==> src/verilog/shc_defs.svh <==
// constants for the standby halt control block
`ifndef SHC_DEFS_SVH
`define SHC_DEFS_SVH
`define SHC_PC_W 10
`define SHC_PC_RESTART 10'h000
`define SHC_SYNC_W 3
`endif

==> src/verilog/shc_pkg.sv <==
// types for the standby halt control block
package shc_pkg;
   typedef enum logic [2:0] {
      SHC_RUN = 3'b001,
      SHC_HALT = 3'b010,
      SHC_RESUME = 3'b100
   } shc_state_type;
endpackage : shc_pkg

==> src/verilog/shc_pin_sync.sv <==
// three-stage pin synchroniser with agreement filter
`timescale 1ns/1ps
`include "shc_defs.svh"
module shc_pin_sync #(
   parameter logic RESET_LEVEL = 1'b1
) (
   // clock and reset
   input wire logic clk,
   input wire logic rst,
   // pin and filtered level
   input wire logic pin,
   output logic level
);
   logic [`SHC_SYNC_W-1:0] stage;

   always_ff @(posedge clk) begin
      if (rst) begin
         stage <= {`SHC_SYNC_W{RESET_LEVEL}};
      end else begin
         stage <= {stage[`SHC_SYNC_W-2:0], pin};
      end
   end

   always_ff @(posedge clk) begin
      if (rst) begin
         level <= RESET_LEVEL;
      end else if (stage[1] == stage[2]) begin
         level <= stage[2];
      end
   end
endmodule : shc_pin_sync

==> src/verilog/shc_standby_halt_control.sv <==
// standby halt control: halt entry, exit and restart of the core
//
// Notes on behaviour
// - halt entered only if control pin high
// - reset pin low ends halt
// - control pin low ends halt, RC only
// - after reset, program counter restarts at zero
// - registers kept unchanged while halted
// - operation suspended while halted
`timescale 1ns/1ps
`include "shc_defs.svh"
module shc_standby_halt_control
   import shc_pkg::*;
#(
   parameter logic RC_OSC = 1'b1
) (
   // clock and reset
   input wire logic clk,
   input wire logic rst,
   // pins
   input wire logic standbyControlPin,
   input wire logic reset_input_n,
   // core side
   input wire logic haltInstr,
   // to core
   output logic coreRun,
   output logic coreReset,
   output logic regHold,
   output logic [`SHC_PC_W-1:0] pcLoad,
   output logic pcLoadValid,
   output shc_pkg::shc_state_type state
);
   import shc_pkg::*;

   // -------------------------------
   // internal signals
   // -------------------------------
   // filtered control pin level
   logic ctrlLevel;
   // filtered reset pin level
   logic resetLevelN;
   // any condition that ends halt
   logic exitReq;
   // halt instruction accepted
   logic haltTake;
   // restart of the core due
   logic restartReq;
   // raw pins, control first
   logic [1:0] pinRaw;
   // filtered pins, control first
   logic [1:0] pinLevel;

   // -------------------------------
   // decode helpers
   // -------------------------------
   // halt accepted: running, control high, no reset
   function automatic logic halt_taken(
      input shc_state_type cur,
      input logic instr,
      input logic ctrl,
      input logic resN
   );
      halt_taken = (cur == SHC_RUN) && instr && ctrl && resN;
   endfunction : halt_taken

   // restart: reset pin low, or halt left
   function automatic logic restart_due(
      input shc_state_type cur,
      input logic exitNow,
      input logic resN
   );
      restart_due = !resN || ((cur == SHC_HALT) && exitNow);
   endfunction : restart_due

   // -------------------------------
   // pin synchronisers
   // -------------------------------
   assign pinRaw = {reset_input_n, standbyControlPin};

   // both pins held low through reset
   generate
      for (genvar i = 0; i < 2; i++) begin : g_sync
         shc_pin_sync #(.RESET_LEVEL(1'b0)) u_sync (
            .clk(clk),
            .rst(rst),
            .pin(pinRaw[i]),
            .level(pinLevel[i])
         );
      end
   endgenerate

   assign ctrlLevel = pinLevel[0];
   assign resetLevelN = pinLevel[1];

   // -------------------------------
   // request decode
   // -------------------------------
   // ctrl exit honoured only with RC oscillator
   assign exitReq = !resetLevelN || (RC_OSC && !ctrlLevel);

   // halt with control low is dropped
   assign haltTake = halt_taken(state, haltInstr, ctrlLevel, resetLevelN);

   // every halt exit restarts the core
   assign restartReq = restart_due(state, exitReq, resetLevelN);

   // -------------------------------
   // halt state machine
   // -------------------------------
   always_ff @(posedge clk) begin
      if (rst) begin
         state <= SHC_RESUME;
      end else if (!resetLevelN) begin
         state <= SHC_RESUME;
      end else begin
         unique case (state)
            SHC_RUN: begin
               // halt only with control high, else no effect
               if (haltTake) begin
                  state <= SHC_HALT;
               end
            end
            SHC_HALT: begin
               if (exitReq) begin
                  state <= SHC_RESUME;
               end
            end
            SHC_RESUME: begin
               state <= SHC_RUN;
            end
            default: begin
               state <= SHC_RESUME;
            end
         endcase
      end
   end

   // -------------------------------
   // core run enable
   // -------------------------------
   // drops in the cycle halt is taken
   always_ff @(posedge clk) begin
      if (rst) begin
         coreRun <= 1'b0;
      end else begin
         coreRun <= (state == SHC_RUN) && !haltTake && resetLevelN;
      end
   end

   // -------------------------------
   // register freeze
   // -------------------------------
   // held from halt entry until exit
   always_ff @(posedge clk) begin
      if (rst) begin
         regHold <= 1'b0;
      end else if (state == SHC_RUN) begin
         regHold <= haltTake;
      end else begin
         regHold <= (state == SHC_HALT) && !exitReq;
      end
   end

   // -------------------------------
   // core reset
   // -------------------------------
   always_ff @(posedge clk) begin
      if (rst) begin
         coreReset <= 1'b1;
      end else begin
         coreReset <= restartReq;
      end
   end

   // -------------------------------
   // program counter restart
   // -------------------------------
   // restart address is fixed
   always_ff @(posedge clk) begin
      if (rst) begin
         pcLoad <= `SHC_PC_RESTART;
      end else begin
         pcLoad <= `SHC_PC_RESTART;
      end
   end

   // load strobe with every restart
   always_ff @(posedge clk) begin
      if (rst) begin
         pcLoadValid <= 1'b1;
      end else begin
         pcLoadValid <= restartReq;
      end
   end
endmodule : shc_standby_halt_control

==> config.mk <==
export PLATFORM = sky130hd
export DESIGN_NAME = shc_standby_halt_control
export DESIGN_NICKNAME = d
export VERILOG_FILES = /design/src/verilog/shc_pkg.sv /design/src/verilog/shc_pin_sync.sv /design/src/verilog/shc_standby_halt_control.sv
export VERILOG_INCLUDE_DIRS = /design/src /design/src/verilog
export SDC_FILE = /design/constraint.sdc
export NUM_CORES = 1
export LEC_CHECK = 0
export BUFFER_PORTS_ARGS = -buffer_cell sky130_fd_sc_hd__buf_2
export CAP_MARGIN = 10
export CORE_AREA = 2 2 39 41
export DETAILED_ROUTE_END_ITERATION = 10
export DIE_AREA = 0 0 41 43
export HOLD_SLACK_MARGIN = 0.02
export MAX_ROUTING_LAYER = met4
export PLACE_DENSITY = 0.71
export SLEW_MARGIN = 20
export SYNTH_ARGS = -nofsm -noshare
export SYNTH_HDL_FRONTEND = slang
export SYNTH_SLANG_ARGS = --single-unit
==> constraint.sdc <==
create_clock -name clk -period 1.4 [get_ports clk]
set_clock_uncertainty 0.1 [all_clocks]
set_input_delay 0.07 -clock clk [delete_from_list [all_inputs] [get_ports clk]]
set_output_delay 0.07 -clock clk [all_outputs]
set_load 0.01 [all_outputs]
# Yosys cells after proc, flatten, opt, wreduce, memory -nomap -nowiden
# Index checks and enable logic that the tools add are counted.
# classes
bitwise_logic	1
eq_ne	7
mux	4
n_reduce_logical	15
# ops
op	count
$pmux W3 S3	1
$logic_and A1 B1 Y1	7
$mux W3	2
$logic_not A1 Y1	4
$ne A2 B2 Y1 const B	2
$eq A3 B1 Y1 const B	1
$eq A3 B2 Y1 const B	1
$eq A3 B3 Y1 const B	1
$eq A1 B1 Y1	2
$logic_or A1 B1 Y1	2
$reduce_and A2 Y1	1
$reduce_or A2 Y1	1
$mux W1	1
$not A1 Y1	1
# totals
regBits	14
output_inout_bits	17

# Longest topological paths before layout
# depth
depth_word	7
ltp_mapped	3

# By module
# From an unflattened synthesis, not the netlist that was laid out.
# unflattened
hier_cells	57
area_unflattened_um2	559.3
# modules_own_cells
mod	n_inst	cells_per_inst	area_per_inst_um2
shc_standby_halt_control	1	37	334.1
shc_pin_sync	2	10	112.6

# Worst setup path before layout
# Ideal clock, no wire load.
# synth_path
path_type	reg-to-reg
startpoint	register state[0]
endpoint	register state[0]
t_arrival_ps	928
setup_slack_ps	251
path_stages_with_launch	4
synth_period_minus_slack_ps	1149
cell_sequence	dfxtp_1 > nor2b_2 > and2_0 > o311a_1
# synth_via
elab_chain_len	6
elab_cells_between_ends	10
cone_classes	eq/ne: 5; mux: 1; reduce/logical: 4
# synth_rtl
element	line	text
from (decl)	shc_standby_halt_control.sv:31	output shc_pkg::shc_state_type state
from (signal assigned)	shc_standby_halt_control.sv:112	state <= SHC_RESUME;
from (signal assigned)	shc_standby_halt_control.sv:114	state <= SHC_RESUME;
from (signal assigned)	shc_standby_halt_control.sv:120	state <= SHC_HALT;
$eq A3 B1 Y1	shc_standby_halt_control.sv:63, shc_standby_halt_control.sv:116	
$logic_and A1 B1 Y1 (3 in series)	shc_standby_halt_control.sv:63	halt_taken = (cur == SHC_RUN) && instr && ctrl && resN;
$ne A2 B2 Y1 (no line)	n/a	
$reduce_and A2 Y1 (no line)	n/a	
# Parallel ways exist; a longest one is shown, timed or not.
# A chain may end at the register's enable or synchronous reset.

# Worst setup path after layout
# layout_path
startpoint	input rst
endpoint	register g_sync[1].u_sync.stage[0]
# layout_rtl
element	line	text
from (decl)	shc_standby_halt_control.sv:19	input wire logic rst,
to (signal assigned)	shc_pin_sync.sv:18	stage <= {`SHC_SYNC_W{RESET_LEVEL}};
to (signal assigned)	shc_pin_sync.sv:20	stage <= {stage[`SHC_SYNC_W-2:0], pin};
to (decl)	shc_pin_sync.sv:14	logic [`SHC_SYNC_W-1:0] stage;
# No word-level cell between the ends.

==> flow_summary.yaml <==
final_layout:
  drive_above_1_share_pct: 22.4
  syn_to_final_growth_pct: 18.5
  fillCellCount: 141
  fin_util_pct: 48.6
  nets: 82
  diodes: 0
  final_area_um2: 673
clocking:
  ctsHtreeMaxLevel: 1
  clk_latency_ns: 0.28
  cts.sinks: 14
  clk_pin_slew_ns: 0.09
  cts_tree: "done"
  postCtsResizedCells: 0
  clockBufferDepth: 2
  numCtsBuffers: 3
  root_buffer: "clkbuf_4"
logic_synthesis:
  post_synth_num_cell_types: 20
  yosys.area.top_type: "dfxtp_1"
  synthAdderAreaFrac_pct: 0
  yosys.area_share.simple_pct: 22.2
  yosysTopAreaCellShare_pct: 49.3
  synth_seq_area_share_pct: 49.3
  syn_inst: 60
  netlist_area_um2: 568
  yosys.area_share.xor_xnor_pct: 0
  synthMuxAreaShare_pct: 0
  avgSynthCellArea_um2: 9.47
  ys.warnings.count: 0
  synth_compound_area_share_pct: 11.9
  synth_seq_cells: 14
  synth_top_family_by_area: "simple AND/OR/NAND/NOR gates"
  synthTopCellsByArea: "dfxtp_1 49%, buf_4 15%, nor2b_1 9.9%, a21oi_1 3.5%, o21ai_0 2.6%"
hold_path:
  hold_path.class: "input port to register"
  min_from: "haltInstr"
  whs_path_depth: 3
setup_path:
  crit_arrival_ns: 1.41
  crit_path_end_kind: "register"
  slowest_stage: "dlygate4sd3_1"
  critPathKind: "input port to register"
  cp_max_fo: 11
  cp-start-kind: "input port"
  crit_chain: "dlygate4sd3_1, buf_2, nor2b_1, dlygate4sd3_1"
  max_stage_delay_ns: 0.55
  crit_top_cell: "dlygate4sd3_1"
  cp.required_ns: 1.47
  r2r_start: "g_sync[0].u_sync.level"
  crit_start: "rst"
  ff2ff_path_depth: 3
place:
  port_buffers: 11
  routabilityCongestion: 0.707
  place_hpwl_um: 573
  placed_cell_area_um2: 587
global_route:
  grt_pass1_vias: 316
  grt_use_total_pct: 10.7
  grt_max_degree: 12
  antenna_found_initial: 0
  overflow: 0
  grt_pass1_wl_um: 1230
timing:
  finalSetupTns_ns: 0
  finalSetupViolations: 0
  period_share_pct: 95.7
  finalCriticalPeriod_ns: 1.34
  hold_violations: 0
  rsz0062_at_grt: "no"
  hold_slack_ns: 0.0791
  drv_slew: 0
  max_freq_ghz: 0.747
power:
  power.density_nw_per_um2: 1090
  ir_drop_v: 0.000536
  leakage_uw: 0.000287
route:
  first_pass_iters: 4
  drc_errors: 0
  wirelength_um: 811
  num_vias: 413
  vias_per_cell: 4.49
  wl_per_cell_um: 8.82
  postRouteAntennaNets: 0
  drtIter0Drc: 2
die:
  coreArea_um2: 1380
  dieArea_um2: 1760
  start_util_pct: 41.0
  die_h_um: 43
  io_pins: 22
  dieWidth_um: 41
  rows: 14
run:
  cap_violations: 0
status:
  outcome: "finished, final reports clean"
==> cell usage after synthesis, drive strengths merged <==
cell / instances
nand3: 2
nor2: 1
o311a: 1
o21ai: 3
a21oi: 4
dfxtp: 14
o22ai: 1
nand2b: 1
and2: 1
conb: 1
and3: 1
nor4: 2
o31ai: 1
a211o: 1
nand2: 3
buf: 11
clkbuf: 2
nor2b: 10
==> cells by family (layout without fill, tap and decap cells) <==
kind of cell | Yosys count | count (layout)
AND/OR/NAND/NOR | 21 | 21
flip-flops | 14 | 14
buffers and inverters | 13 | 20
AO/OA/AOI/OAI | 11 | 11
other | 1 | 10
==> routing by layer <==
metal	GRT usage (%)	vias to the layer above	part of all wire, %
met5	-	-	0
met4	6.00	0	1.2
met3	4.71	2	7.6
met2	14.4	15	43
met1	12.8	184	48
li1	-	212	-
==> report_power, final <==
part	internal, µW	switching [µW]	leakage, µW
Combinational	17.3	21.8	0.000152
Clock	158	127	0.0000210
Sequential	405	2.84	0.000114
==> final cells by class <==
| type | instances | area, µm² | area share [%] |
|---|---|---|---|
| timing repair buffer | 16 | 105 | 15.6 |
| sequential | 14 | 280 | 41.6 |
| multi-input combinational | 42 | 231 | 34.4 |
| tap | 16 | 20.0 | 2.97 |
| clock buffer | 4 | 36.3 | 5.39 |
==> per-stage QoR <==
stage / power [µW] / setup WS [ns] / instances
after global placement: 445 / 0.258 / 83
after detailed placement: 446 / 0.218 / 83
after CTS: 745 / 0.0595 / 92
after global routing: 770 / 0.0000256 / 92
final: 732 / 0.0608 / 92
after floorplan: 458 / 0.251 / 69
==> worst paths after layout <==
path	endpoint	slack (ns)
worst max-delay path	g_sync[1].u_sync.stage[0]	0.06
worst min-delay path	coreRun	0.08
worst max register to register	state[0]	0.21
worst min register to register	g_sync[0].u_sync.stage[1]	0.35
==> critical path: cells and delay by family <==
family                 cells  cell delay [ns]
buffers and inverters      3             1.28
and+or+nand+nor            1             0.06
==> state kept, by name (all words and copies together) (netlist names) <==
| signal | cells |
|---|---|
| state | 3 |
| g_sync.u_sync.stage | 6 |
| g_sync.u_sync.level | 2 |
| regHold | 1 |
| coreRun | 1 |
| pcLoadValid | 1 |
==> cells in the final DEF, fill, tap and decap left out <==
master         instances
o22ai_1                1
nor2b_2                1
o31ai_1                1
nand2_1                3
clkbuf_4               3
dlygate4sd3_1          5
buf_2                 11
nand2b_1               1
nand3_2                1
a21oi_1                4
nor2_1                 1
nor2b_1                9
o311a_1                1
clkbuf_8               1
a211o_1                1
dfxtp_1               14
and3_1                 1
nor4_1                 2
and2_0                 1
o21ai_0                3
conb_1                10
nand3_1                1
==> repair_timing <==
| item | 4_1_cts | 5_1_grt |
|---|---|---|
| endpoints found under the hold margin | 10 | 0 |
| setup buffers | 0 | 0 |
| hold buffers | 5 | 0 |
Note: power is estimated with default switching activity, not from simulation.
